## src/logic/chg_seq_defs.svh

```systemverilog
// register indices, field positions, reset values and timing counts of the sequencer
`ifndef CHG_SEQ_DEFS_SVH
`define CHG_SEQ_DEFS_SVH

// ****************************************************************
// register indices (byte address is four times the index)
// ****************************************************************
`define IDX_OPT_LO 6'h00
`define IDX_OPT_HI 6'h01
`define IDX_CHGV_LO 6'h04
`define IDX_CHGV_HI 6'h05
`define IDX_VBUSV_LO 6'h06
`define IDX_VBUSV_HI 6'h07
`define IDX_VBUSI_LO 6'h08
`define IDX_VBUSI_HI 6'h09
`define IDX_MINSYS 6'h0d
`define IDX_IIN_LO 6'h0e
`define IDX_IIN_HI 6'h0f
`define IDX_OPT_MODE 6'h34
`define IDX_OPT_PATH 6'h35
`define IDX_VSYS_TH 6'h36
`define IDX_VAP_ILIM 6'h39
`define IDX_FLOOR 6'h3e
`define IDX_STATUS 6'h3f

// ****************************************************************
// storage slots of the writable registers
// ****************************************************************
`define SLOT_OPT_LO 4'h0
`define SLOT_OPT_HI 4'h1
`define SLOT_CHGV_LO 4'h2
`define SLOT_CHGV_HI 4'h3
`define SLOT_VBUSV_LO 4'h4
`define SLOT_VBUSV_HI 4'h5
`define SLOT_VBUSI_LO 4'h6
`define SLOT_VBUSI_HI 4'h7
`define SLOT_MINSYS 4'h8
`define SLOT_IIN_LO 4'h9
`define SLOT_IIN_HI 4'ha
`define SLOT_OPT_MODE 4'hb
`define SLOT_OPT_PATH 4'hc
`define SLOT_VSYS_TH 4'hd
`define SLOT_VAP_ILIM 4'he
`define NUM_SLOTS 15

// ****************************************************************
// field positions
// ****************************************************************
`define BIT_LOW_POWER 7
`define BIT_REV_FLAG_EN 3
`define BIT_VAP_DIS 5
`define BIT_REV_RANGE 2
`define BIT_HIZ 7
`define BIT_REV_SEL 4

// ****************************************************************
// reset values
// ****************************************************************
`define RST_OPT_HI 8'h80
`define RST_OPT_MODE 8'h20
`define RST_ZERO 8'h00
`define IIN_DEFAULT_CODE 7'h41
`define FLOOR_OFFSET_CODE 8'h14

// ****************************************************************
// timing
// ****************************************************************
`define CLK_FREQ_KHZ 125000
`define QUAL_MS 50
`define START_MS 150
`define RETRY_S 2
`define REV_MS 10
`define QUAL_CYCLES (`QUAL_MS * `CLK_FREQ_KHZ)
`define START_CYCLES (`START_MS * `CLK_FREQ_KHZ)
`define RETRY_CYCLES (`RETRY_S * 1000 * `CLK_FREQ_KHZ)
`define REV_CYCLES (`REV_MS * `CLK_FREQ_KHZ)

`endif

```

## src/logic/chg_seq_pkg.sv

```systemverilog
// types shared by the charger power mode sequencer
package chg_seq_pkg;

  // forward power-up states, gray coded in declaration order
  typedef enum logic [2:0] {
    FWD_IDLE = 3'h0,
    FWD_QUAL = 3'h1,
    FWD_RETRY = 3'h3,
    FWD_SETUP = 3'h2,
    FWD_RUN = 3'h6
  } fwd_state_e;

  // converter topology in use
  typedef enum logic [1:0] {
    CONV_BUCK = 2'h0,
    CONV_BUCK_BOOST = 2'h1,
    CONV_BOOST = 2'h3
  } conv_mode_e;

  // comparator and pin levels from the analog side, all asynchronous
  typedef struct packed {
    logic vbus_above_uvloz;
    logic vbus_above_conven;
    logic vbus_below_convenz;
    logic vbus_above_acov;
    logic bat_above_uvlo;
    logic fault;
    logic bat_ovp;
    logic reverse_enable_pin;
    logic highz_pin_low;
    logic vin_well_above;
    logic vin_well_below;
  } pins_s;

endpackage

```

## src/logic/charger_power_mode_sequencer.sv

```systemverilog
// power mode sequencer of the buck-boost charger, with its apb register file
//
// Implementation choices: the register addresses and register access over APB.
`timescale 1ns/1ps
`include "chg_seq_defs.svh"

module charger_power_mode_sequencer #(
  parameter logic [27:0] QUAL_CYCLES = 28'(`QUAL_CYCLES),
  parameter logic [27:0] START_CYCLES = 28'(`START_CYCLES),
  parameter logic [27:0] RETRY_CYCLES = 28'(`RETRY_CYCLES),
  parameter logic [27:0] REV_CYCLES = 28'(`REV_CYCLES)
) (
  input wire logic pclk,
  input wire logic presetn,
  input wire logic psel,
  input wire logic penable,
  input wire logic pwrite,
  input wire logic [7:0] paddr,
  input wire logic [31:0] pwdata,
  output logic [31:0] prdata,
  output logic pready,
  output logic pslverr,
  input wire chg_seq_pkg::pins_s pins,
  input wire logic [7:0] vbus_adc_code,
  input wire logic [6:0] ilim_pin_code,
  input wire logic [1:0] cell_sense_level,
  input wire logic adapter_good_flag_in,
  output logic adapter_good_flag_out,
  output logic adapter_good_flag_oe,
  output logic battery_switch_on,
  output logic low_power_mode,
  output logic gate_drive_regulator_en,
  output logic internal_analog_regulator_en,
  output logic converter_on,
  output chg_seq_pkg::conv_mode_e converter_mode,
  output logic capacitor_boost_protection,
  output logic [15:0] vap_vbus_target,
  output logic [15:0] vap_current_limit,
  output logic [5:0] vap_current_limit_fine,
  output logic [5:0] min_system_voltage,
  output logic [3:0] vsys_th1_code,
  output logic [1:0] vsys_th2_code,
  output logic [6:0] input_current_limit,
  output logic [7:0] input_voltage_floor,
  output logic [1:0] cell_count,
  output logic highz_active,
  output logic reverse_active,
  output logic [15:0] reverse_output_voltage,
  output logic reverse_offset_1280mv
);

  // ****************************************************************
  // helper functions
  // ****************************************************************

  // register index to {mapped, slot}
  function automatic logic [4:0] slot_of(input logic [5:0] idx);
    case (idx)
      `IDX_OPT_LO: slot_of = {1'b1, `SLOT_OPT_LO};
      `IDX_OPT_HI: slot_of = {1'b1, `SLOT_OPT_HI};
      `IDX_CHGV_LO: slot_of = {1'b1, `SLOT_CHGV_LO};
      `IDX_CHGV_HI: slot_of = {1'b1, `SLOT_CHGV_HI};
      `IDX_VBUSV_LO: slot_of = {1'b1, `SLOT_VBUSV_LO};
      `IDX_VBUSV_HI: slot_of = {1'b1, `SLOT_VBUSV_HI};
      `IDX_VBUSI_LO: slot_of = {1'b1, `SLOT_VBUSI_LO};
      `IDX_VBUSI_HI: slot_of = {1'b1, `SLOT_VBUSI_HI};
      `IDX_MINSYS: slot_of = {1'b1, `SLOT_MINSYS};
      `IDX_IIN_LO: slot_of = {1'b1, `SLOT_IIN_LO};
      `IDX_IIN_HI: slot_of = {1'b1, `SLOT_IIN_HI};
      `IDX_OPT_MODE: slot_of = {1'b1, `SLOT_OPT_MODE};
      `IDX_OPT_PATH: slot_of = {1'b1, `SLOT_OPT_PATH};
      `IDX_VSYS_TH: slot_of = {1'b1, `SLOT_VSYS_TH};
      `IDX_VAP_ILIM: slot_of = {1'b1, `SLOT_VAP_ILIM};
      default: slot_of = {1'b0, 4'h0};
    endcase
  endfunction

  // reset value of each slot; a constant for a constant slot
  function automatic logic [7:0] rst_of(input int slot);
    if (slot == int'(`SLOT_OPT_HI))
    begin
      rst_of = `RST_OPT_HI;
    end
    else if (slot == int'(`SLOT_OPT_MODE))
    begin
      rst_of = `RST_OPT_MODE;
    end
    else
    begin
      rst_of = `RST_ZERO;
    end
  endfunction

  // ****************************************************************
  // pin synchronisers
  // ****************************************************************

  logic [$bits(chg_seq_pkg::pins_s)-1:0] sy1_q; // first stage, read by sy2 only
  logic [$bits(chg_seq_pkg::pins_s)-1:0] sy2_q;
  logic [$bits(chg_seq_pkg::pins_s)-1:0] sy3_q;
  logic [$bits(chg_seq_pkg::pins_s)-1:0] pin_lvl_q; // accepted levels
  logic [$bits(chg_seq_pkg::pins_s)-1:0] pin_lvl_d;
  chg_seq_pkg::pins_s pin; // accepted levels, by name

  // a level is taken only once stage two and three agree
  always_comb
  begin
    pin_lvl_d = (sy2_q & sy3_q) | (pin_lvl_q & (sy2_q | sy3_q));
  end

  // three-stage chain plus accepted level
  always_ff @(posedge pclk or negedge presetn)
  begin
    if (!presetn)
    begin
      sy1_q <= '0;
      sy2_q <= '0;
      sy3_q <= '0;
      pin_lvl_q <= '0;
    end
    else
    begin
      sy1_q <= pins;
      sy2_q <= sy1_q;
      sy3_q <= sy2_q;
      pin_lvl_q <= pin_lvl_d;
    end
  end

  assign pin = pin_lvl_q;

  // ****************************************************************
  // apb register file
  // ****************************************************************

  logic [7:0] regs_q [`NUM_SLOTS]; // writable registers
  logic [7:0] regs_d [`NUM_SLOTS];
  logic [31:0] prdata_q; // read data, captured in the setup cycle
  logic [31:0] prdata_d;
  logic [4:0] hit; // {mapped, slot} of the current address
  logic misaligned;
  logic ro_hit; // floor or status index
  logic wr_en; // write takes effect this edge
  logic [7:0] status_byte;
  logic vap_q; // protection mode active
  logic ag_q; // adapter good flag
  logic ag_fwd_rise; // forward flag just rose
  logic [7:0] floor_q;

  assign hit = slot_of(paddr[7:2]);
  assign misaligned = paddr[1:0] != 2'h0;
  assign ro_hit = (paddr[7:2] == `IDX_FLOOR) || (paddr[7:2] == `IDX_STATUS);
  // zero wait states: every access phase completes at once
  assign pready = 1'b1;
  // unmapped or misaligned addresses answer with an error
  assign pslverr = psel && penable && (misaligned || !(hit[4] || ro_hit));
  assign wr_en = psel && penable && pwrite && !misaligned && hit[4];
  assign prdata = prdata_q;

  // read mux and register next values
  always_comb
  begin
    prdata_d = prdata_q;
    if (psel && !penable && !pwrite)
    begin
      prdata_d = 32'h0;
      if (misaligned)
      begin
        prdata_d = 32'h0;
      end
      else if (hit[4])
      begin
        prdata_d = {24'h0, regs_q[hit[3:0]]};
      end
      else if (paddr[7:2] == `IDX_FLOOR)
      begin
        prdata_d = {24'h0, floor_q};
      end
      else if (paddr[7:2] == `IDX_STATUS)
      begin
        prdata_d = {24'h0, status_byte};
      end
    end
    for (int i = 0; i < `NUM_SLOTS; i++)
    begin
      regs_d[i] = regs_q[i];
    end
    if (wr_en)
    begin
      regs_d[hit[3:0]] = pwdata[7:0];
    end
    // default input limit once the adapter flag rises
    if (ag_fwd_rise)
    begin
      regs_d[`SLOT_IIN_LO] = 8'h00;
      regs_d[`SLOT_IIN_HI] = {1'b0, `IIN_DEFAULT_CODE};
    end
    // a fault in protection mode sets the disable bit; beats a write clearing it
    if (vap_q && pin.fault)
    begin
      regs_d[`SLOT_OPT_MODE][`BIT_VAP_DIS] = 1'b1;
    end
  end

  // register file and read data flops
  always_ff @(posedge pclk or negedge presetn)
  begin
    if (!presetn)
    begin
      for (int i = 0; i < `NUM_SLOTS; i++)
      begin
        regs_q[i] <= rst_of(i);
      end
      prdata_q <= 32'h0;
    end
    else
    begin
      regs_q <= regs_d;
      prdata_q <= prdata_d;
    end
  end

  // ****************************************************************
  // forward power-up from an input source
  // ****************************************************************

  chg_seq_pkg::fwd_state_e fwd_q;
  chg_seq_pkg::fwd_state_e fwd_d;
  logic [27:0] fwd_cnt_q; // qualification and retry timer
  logic [27:0] fwd_cnt_d;
  logic [27:0] conven_cnt_q; // time above enable threshold, saturating
  logic [27:0] conven_cnt_d;
  logic [1:0] cell_q;
  logic [1:0] cell_d;
  logic [7:0] floor_d;
  logic [6:0] ilim_q;
  logic [6:0] ilim_d;
  logic highz;
  logic ldo_on; // regulator and internal bias up

  assign highz = pin.highz_pin_low || regs_q[`SLOT_OPT_PATH][`BIT_HIZ];
  assign ldo_on = (fwd_q == chg_seq_pkg::FWD_SETUP) || (fwd_q == chg_seq_pkg::FWD_RUN);

  // plug-in sequence next state
  always_comb
  begin
    fwd_d = fwd_q;
    fwd_cnt_d = fwd_cnt_q;
    conven_cnt_d = conven_cnt_q;
    cell_d = cell_q;
    floor_d = floor_q;
    // time spent continuously above the enable threshold
    if (!pin.vbus_above_conven)
    begin
      conven_cnt_d = 28'h0;
    end
    else if (conven_cnt_q != START_CYCLES - 28'h1)
    begin
      conven_cnt_d = conven_cnt_q + 28'h1;
    end
    unique case (fwd_q)
      chg_seq_pkg::FWD_IDLE:
      begin
        fwd_cnt_d = 28'h0;
        if (pin.vbus_above_uvloz)
        begin
          fwd_d = chg_seq_pkg::FWD_QUAL;
        end
      end
      chg_seq_pkg::FWD_QUAL:
      begin
        if (!pin.vbus_above_uvloz)
        begin
          fwd_d = chg_seq_pkg::FWD_IDLE;
        end
        else if (fwd_cnt_q != QUAL_CYCLES - 28'h1)
        begin
          fwd_cnt_d = fwd_cnt_q + 28'h1;
        end
        else if (!pin.vbus_above_conven)
        begin
          fwd_cnt_d = 28'h0;
          fwd_d = chg_seq_pkg::FWD_RETRY;
        end
        else if (conven_cnt_q >= QUAL_CYCLES - 28'h1)
        begin
          fwd_d = chg_seq_pkg::FWD_SETUP;
        end
      end
      chg_seq_pkg::FWD_RETRY:
      begin
        if (!pin.vbus_above_uvloz)
        begin
          fwd_d = chg_seq_pkg::FWD_IDLE;
        end
        else if (fwd_cnt_q != RETRY_CYCLES - 28'h1)
        begin
          fwd_cnt_d = fwd_cnt_q + 28'h1;
        end
        else
        begin
          // re-check; qualify again only after the 50 ms enable window
          fwd_cnt_d = 28'h0;
          if (pin.vbus_above_conven)
          begin
            fwd_cnt_d = QUAL_CYCLES - 28'h1;
            fwd_d = chg_seq_pkg::FWD_QUAL;
          end
        end
      end
      chg_seq_pkg::FWD_SETUP:
      begin
        cell_d = cell_sense_level;
        if (!pin.vbus_above_conven)
        begin
          fwd_d = chg_seq_pkg::FWD_IDLE;
        end
        else if (conven_cnt_q == START_CYCLES - 28'h1 && !highz)
        begin
          // unloaded input taken just before the converter starts
          floor_d = (vbus_adc_code > `FLOOR_OFFSET_CODE) ?
                    vbus_adc_code - `FLOOR_OFFSET_CODE : 8'h00;
          fwd_d = chg_seq_pkg::FWD_RUN;
        end
      end
      chg_seq_pkg::FWD_RUN:
      begin
        if (!pin.vbus_above_conven)
        begin
          fwd_d = chg_seq_pkg::FWD_IDLE;
        end
      end
      default:
      begin
        fwd_d = chg_seq_pkg::FWD_IDLE;
      end
    endcase
    // lower of register and pin setting
    ilim_d = (regs_q[`SLOT_IIN_HI][6:0] < ilim_pin_code) ?
             regs_q[`SLOT_IIN_HI][6:0] : ilim_pin_code;
  end

  // plug-in sequence flops
  always_ff @(posedge pclk or negedge presetn)
  begin
    if (!presetn)
    begin
      fwd_q <= chg_seq_pkg::FWD_IDLE;
      fwd_cnt_q <= 28'h0;
      conven_cnt_q <= 28'h0;
      cell_q <= 2'h0;
      floor_q <= 8'h00;
      ilim_q <= 7'h00;
    end
    else
    begin
      fwd_q <= fwd_d;
      fwd_cnt_q <= fwd_cnt_d;
      conven_cnt_q <= conven_cnt_d;
      cell_q <= cell_d;
      floor_q <= floor_d;
      ilim_q <= ilim_d;
    end
  end

  // ****************************************************************
  // battery-only modes: protection and reverse output
  // ****************************************************************

  logic vap_d;
  logic rev_cond; // all reverse enable conditions
  logic [27:0] rev_cnt_q; // time the conditions have held
  logic [27:0] rev_cnt_d;
  logic rev_q;
  logic rev_d;
  logic ag_d;
  logic ag_fwd; // forward part of the good flag
  logic conv_q;
  logic conv_d;
  chg_seq_pkg::conv_mode_e mode_q;
  chg_seq_pkg::conv_mode_e mode_d;

  assign rev_cond = pin.reverse_enable_pin
                 && regs_q[`SLOT_OPT_PATH][`BIT_REV_SEL]
                 && regs_q[`SLOT_OPT_MODE][`BIT_VAP_DIS]
                 && pin.vbus_below_convenz;
  assign ag_fwd = ldo_on && pin.vbus_above_conven && !pin.vbus_above_acov
               && !pin.fault;
  assign ag_fwd_rise = ag_fwd && !ag_q && !rev_q;

  // mode next values
  always_comb
  begin
    // both bits clear and pin high; a fault or a set bit ends it
    vap_d = !regs_q[`SLOT_OPT_MODE][`BIT_VAP_DIS]
         && !regs_q[`SLOT_OPT_PATH][`BIT_REV_SEL]
         && pin.reverse_enable_pin && !pin.fault && !rev_q;
    rev_cnt_d = 28'h0;
    rev_d = 1'b0;
    if (rev_cond)
    begin
      rev_cnt_d = rev_cnt_q;
      if (rev_cnt_q != REV_CYCLES - 28'h1)
      begin
        rev_cnt_d = rev_cnt_q + 28'h1;
      end
      else
      begin
        rev_d = 1'b1;
      end
    end
    // good flag: forward conditions, or reverse when allowed
    ag_d = ag_fwd || (rev_d && regs_q[`SLOT_OPT_HI][`BIT_REV_FLAG_EN]);
    // switching: forward run outside high impedance, protection, or reverse without overvoltage
    conv_d = ((fwd_q == chg_seq_pkg::FWD_RUN) && !highz) || vap_d
          || (rev_d && !pin.bat_ovp);
    // topology follows the input to output ratio, converter keeps running
    if (pin.vin_well_above)
    begin
      mode_d = chg_seq_pkg::CONV_BUCK;
    end
    else if (pin.vin_well_below)
    begin
      mode_d = chg_seq_pkg::CONV_BOOST;
    end
    else
    begin
      mode_d = chg_seq_pkg::CONV_BUCK_BOOST;
    end
  end

  // mode flops
  always_ff @(posedge pclk or negedge presetn)
  begin
    if (!presetn)
    begin
      vap_q <= 1'b0;
      rev_cnt_q <= 28'h0;
      rev_q <= 1'b0;
      ag_q <= 1'b0;
      conv_q <= 1'b0;
      mode_q <= chg_seq_pkg::CONV_BUCK_BOOST;
    end
    else
    begin
      vap_q <= vap_d;
      rev_cnt_q <= rev_cnt_d;
      rev_q <= rev_d;
      ag_q <= ag_d;
      conv_q <= conv_d;
      mode_q <= mode_d;
    end
  end

  // ****************************************************************
  // outputs
  // ****************************************************************

  assign status_byte = {cell_q, regs_q[`SLOT_OPT_HI][`BIT_LOW_POWER], highz, rev_q, vap_q,
                        conv_q, ag_q};
  // open drain: pull low whenever the flag is not good
  assign adapter_good_flag_out = 1'b0;
  assign adapter_good_flag_oe = !ag_q;
  assign battery_switch_on = pin.bat_above_uvlo;
  assign low_power_mode = regs_q[`SLOT_OPT_HI][`BIT_LOW_POWER];
  // performance mode, high impedance and any powered state keep it on
  assign gate_drive_regulator_en = !regs_q[`SLOT_OPT_HI][`BIT_LOW_POWER] || highz
                                || ldo_on || vap_q || rev_q;
  assign internal_analog_regulator_en = ldo_on;
  assign converter_on = conv_q;
  assign converter_mode = mode_q;
  assign capacitor_boost_protection = vap_q;
  assign vap_vbus_target = {regs_q[`SLOT_VBUSV_HI], regs_q[`SLOT_VBUSV_LO]};
  assign vap_current_limit = {regs_q[`SLOT_VBUSI_HI], regs_q[`SLOT_VBUSI_LO]};
  assign vap_current_limit_fine = regs_q[`SLOT_VAP_ILIM][7:2];
  assign min_system_voltage = regs_q[`SLOT_MINSYS][5:0];
  assign vsys_th1_code = regs_q[`SLOT_VSYS_TH][7:4];
  assign vsys_th2_code = regs_q[`SLOT_VSYS_TH][3:2];
  assign input_current_limit = ilim_q;
  assign input_voltage_floor = floor_q;
  assign cell_count = cell_q;
  assign highz_active = highz;
  assign reverse_active = rev_q;
  assign reverse_output_voltage = {regs_q[`SLOT_VBUSV_HI], regs_q[`SLOT_VBUSV_LO]};
  // range bit clear means the code sits 1.28 V higher
  assign reverse_offset_1280mv = !regs_q[`SLOT_OPT_MODE][`BIT_REV_RANGE];

endmodule // charger_power_mode_sequencer

```

## config.mk

```make
export PLATFORM = sky130hd
export DESIGN_NAME = charger_power_mode_sequencer
export DESIGN_NICKNAME = d
export VERILOG_FILES = /design/src/logic/chg_seq_pkg.sv /design/src/logic/charger_power_mode_sequencer.sv
export VERILOG_INCLUDE_DIRS = /design/src /design/src/logic
export SDC_FILE = /design/constraint.sdc
export NUM_CORES = 1
export LEC_CHECK = 0
export BUFFER_PORTS_ARGS = -buffer_cell sky130_fd_sc_hd__buf_2
export CAP_MARGIN = 20
export CORE_MARGIN = 1
export CORE_UTILIZATION = 53
export DETAILED_ROUTE_END_ITERATION = 7
export GPL_TIMING_DRIVEN = 0
export PLACE_DENSITY_LB_ADDON = 0.2
export SKIP_CTS_REPAIR_TIMING = 1
export SYNTH_ARGS = -nofsm -noshare
export SYNTH_HDL_FRONTEND = slang
export SYNTH_SLANG_ARGS = --single-unit
```

## constraint.sdc

```tcl
create_clock -name pclk -period 1.95 [get_ports pclk]
set_input_delay 0.39 -clock pclk [delete_from_list [all_inputs] [get_ports pclk]]
set_output_delay 0.39 -clock pclk [all_outputs]
set_load 0.05 [all_outputs]
```

==> out/metrics.json <==
{
  "clock_tree": {
    "htree_num_levels": 1,
    "clk_transition_reported_paths_ns": 0.07,
    "worst_skew_pair.late_latency_ns": 0.57,
    "cts_made_buffers": 30,
    "cts_buffer_depth": 3,
    "cts.sink_count": 282,
    "tritoncts": "done",
    "clk_root_buffer_cell": "clkbuf_16"
  },
  "global_route": {
    "grt.total_usage_pct": 28.38,
    "vias_in_the_first_global_route": 12198,
    "grt_first_pass_wirelength_um": 67590,
    "grt_max_degree": 112,
    "antenna_violations_before_repair": 0,
    "grt_overflow": 0
  },
  "floorplan": {
    "die_h_um": 172.5,
    "io_pins": 204,
    "core_mm2": 0.02863,
    "die_width_um": 172.5,
    "die_area_mm2": 0.02976,
    "start_util_pct": 53.84,
    "std_cell_rows": 62
  },
  "setup_path": {
    "end_kind": "flip-flop",
    "worstReg2RegEnd": "fwd_cnt_q[14]$_DFFE_PN0P_",
    "reg2reg_depth": 8,
    "timing.critical_path.fanout_max": 10,
    "regToRegStartpoint": "fwd_cnt_q[7]$_DFFE_PN0P_",
    "worst_ep_required_time_ns": 2.40,
    "timing.critical_path.from": "fwd_cnt_q[7]$_DFFE_PN0P_",
    "critPathKind": "reg -> reg",
    "timing.critical_path.to": "fwd_cnt_q[14]$_DFFE_PN0P_",
    "timing.critical_path.from_type": "flip-flop",
    "cp_data_arrival_time_ns": 2.89,
    "setup.reg_to_reg.worst_slack_ns": -0.49
  },
  "place": {
    "gpl.final_weighted_congestion": 0.9675,
    "dp.final_hpwl_um": 30590,
    "worst_slack_at_placement_ns": -1.044,
    "io_buffer_count": 152
  },
  "detailed_routing": {
    "dr.pass1.iters": 5,
    "remaining_drc_errors": 0,
    "postRouteWirelength_um": 46860,
    "initialDrtViolationCount": 1381,
    "dr_total_vias": 13575,
    "vias_per_cell": 5.954,
    "drt-wirelength-per-cell_um": 20.55,
    "detail-route-antenna-nets": 0
  },
  "outcome": {
    "failed_checks": "setup timing",
    "status": "finished, violations left"
  },
  "timing": {
    "worst_hold_slack_ns": 0.05617,
    "report.final.setup_viol": 108,
    "max_freq_mhz": 409.8,
    "post-route-worst-setup-slack_ns": -0.4905,
    "worst_slew_pin_slew_ns": 0.7979,
    "setup_repair_after_global_routing_missed_its_margin": "yes",
    "finClkSkew_ns": 0.01159,
    "maxSlewHeadroom_pct": 46.81,
    "min_period_over_period_pct": 125.2,
    "final_hold_viol_count": 0,
    "final_period_minus_worst_setup_slack_ns": 2.440,
    "finalMaxSlewViolations": 0
  },
  "final_layout": {
    "num-nets-final": 1965,
    "n_antenna_cell": 0,
    "final_layout_size_suffix_gt1_share_pct": 41.03,
    "area.growth.synth_to_final_pct": 32.26,
    "fillers": 2062,
    "finish.utilization_pct": 71.21
  },
  "synthesis": {
    "postSynth.asyncResetShare_pct": 100.0,
    "primary_flip_flop_cell_chosen_by_synthesis_mapping": "dfrtp_1",
    "synth.cell_area_mm2": 0.01541,
    "synth-warning-count": 0,
    "synth_sequential_area_ratio_pct": 45.81,
    "synthesis.area_per_instance_um2": 10.02,
    "yosysMostFrequentCell": "dfrtp_1",
    "netlist_instances": 1538,
    "synth_largest_type_area_fraction_pct": 45.30,
    "synth.area.top_cells": "dfrtp_1 (45%), mux2_2 (5.1%), buf_4 (4.5%)",
    "synth_seq_cells": 282,
    "synth.top_cells.by_count": "dfrtp_1 (279), nand3_1 (123), o21ai_0 (113)",
    "library_cell_with_the_largest_summed_area_after_synthesis": "dfrtp_1",
    "yosys_cell_types": 91,
    "synth_edf_count": 0
  },
  "job": {
    "max_cap_violations": 0
  },
  "power": {
    "vdd_ir_drop_max_v": 0.001130,
    "sw_share_pct": 30.72,
    "power_report.internal_total_uw": 10790,
    "power.sequential.fraction_pct": 40.1,
    "leakagePower_uw": 0.009462,
    "clock_power_share_pct": 36.1,
    "power_per_cell_area_mw_per_mm2": 763.8,
    "combinationalPowerShare_pct": 23.8,
    "power.switching_uw": 4783
  },
  "worst_hold_path": {
    "worst_hold_path_type": "in -> reg"
  }
}
==> placed cells by master, fill, tap and decap left out, drive strengths merged, types with 9 or more instances in the layout <==
| cell type | count |
|---|---|
| a21oi | 71 |
| a22o | 17 |
| a311oi | 16 |
| a32o | 16 |
| and3 | 35 |
| buf | 386 |
| clkbuf | 99 |
| clkinv | 10 |
| conb | 26 |
| dfrtp | 279 |
| dlygate4sd3 | 12 |
| ha | 17 |
| inv | 47 |
| maj3 | 11 |
| mux2 | 98 |
| mux2i | 16 |
| nand2 | 89 |
| nand2b | 11 |
| nand3 | 126 |
| nand4 | 18 |
| nor2 | 83 |
| nor2b | 10 |
| nor3 | 22 |
| nor3b | 12 |
| nor4 | 17 |
| o2111a | 10 |
| o211ai | 10 |
| o21ai | 117 |
| o31a | 9 |
| o31ai | 15 |
| or3 | 15 |
| xnor2 | 18 |
| xor2 | 28 |
==> per-layer routing <==
| metal | track usage [%] | wire (um) | vias up | part of all wire (%) |
|---|---|---|---|---|
| li1 | - | - | 6192 | - |
| met1 | 39.75 | 19390 | 6687 | 41 |
| met2 | 45.56 | 22510 | 585 | 48 |
| met3 | 3.669 | 3127 | 111 | 6.7 |
| met4 | 9.635 | 1832 | 0 | 3.9 |
| met5 | 0 | 0 | - | 0 |
==> registers in the layout, indices dropped and copies added, names as in the netlist, 2 cells and up <==
name and count:
sy2_q 11, regs_q 69, input_voltage_floor 8, fwd_q 3, reverse_output_voltage 16, rev_cnt_q 28, conven_cnt_q 28, sy3_q 11
vsys_th2_code 2, pin 11, vap_current_limit_fine 6, vap_current_limit 16, cell_count 2, converter_mode 2, min_system_voltage 6, fwd_cnt_q 28
input_current_limit 7, sy1_q 11, vsys_th1_code 4, prdata 8
==> how the worst min path moves through the flow <==
stage,start,end,slack (ns),cells past startpoint
3_3_place_gp,sy1_q[10]$_DFF_PN0_,sy2_q[10]$_DFF_PN0_,0.33,0
3_5_place_dp,sy1_q[10]$_DFF_PN0_,sy2_q[10]$_DFF_PN0_,0.33,0
5_1_grt,cell_sense_level[1],cell_count[1]$_DFFE_PN0N_,0.06,2
2_1_floorplan,presetn,ag_q$_DFF_PN0_,0.09,0
4_1_cts,presetn,reverse_output_voltage[10]$_DFFE_PN0P_,-0.16,1
6_report,cell_sense_level[1],cell_count[1]$_DFFE_PN0N_,0.06,2
==> cell families after synthesis <==
kind of cell    count (synthesis)  synth area share (%)
xor+xnor                       46                 2.614
fa+ha+maj                      28                 2.094
simple gates                  484                 17.08
mux                           114                 8.419
other cells                     2               0.04873
buf+inv                       227                 8.281
compound gates                355                 15.65
flops                         282                 45.81
==> power groups by stage <==
stage / logic, uW / registers [uW] / clock network (uW)
after global routing: 3910 / 6260 / 5900
final: 3710 / 6240 / 5620
after floorplan: 1610 / 6400 / 0
after global placement: 2440 / 6290 / 0
after CTS: 2510 / 6190 / 5670
after detailed placement: 2490 / 6300 / 0
==> cell type report <==
cell class              instances  area [um2]  share of cell area [%]
multi-input cells            1054        8253                   40.49
flip-flops and latches        282        7078                   34.72
repair buffers                283        2130                   10.45
plain buffers                 177        1292                   6.341
clock buffers                  37       828.3                   4.063
well taps                     384       480.5                   2.357
inverters                      46       185.2                  0.9084
clock inverters                17       137.6                  0.6752
==> worst max-delay path, stage by stage (launching register included) <==
cell	delay, ns
dfrtp_1	0.50
nor3b_1	0.35
nand4_1	0.25
buf_4	0.21
o31ai_4	0.32
a21o_1	0.22
buf_6	0.20
a41oi_2	0.05
o22a_1	0.22
==> through the flow <==
stage | power, uW | TNS (ns) | std cells | instance area [um2]
floorplan | 8010 | -18.90 | 1562 | 15860
global placement | 8730 | -1413.41 | 2098 | 17100
detailed placement | 8793 | -115.13 | 2100 | 17160
CTS | 14380 | -46.08 | 2154 | 18130
global route | 16070 | -27.07 | 2280 | 20380
finish | 15570 | -20.63 | 2280 | 20380
Power figures use the tool's default switching activity.
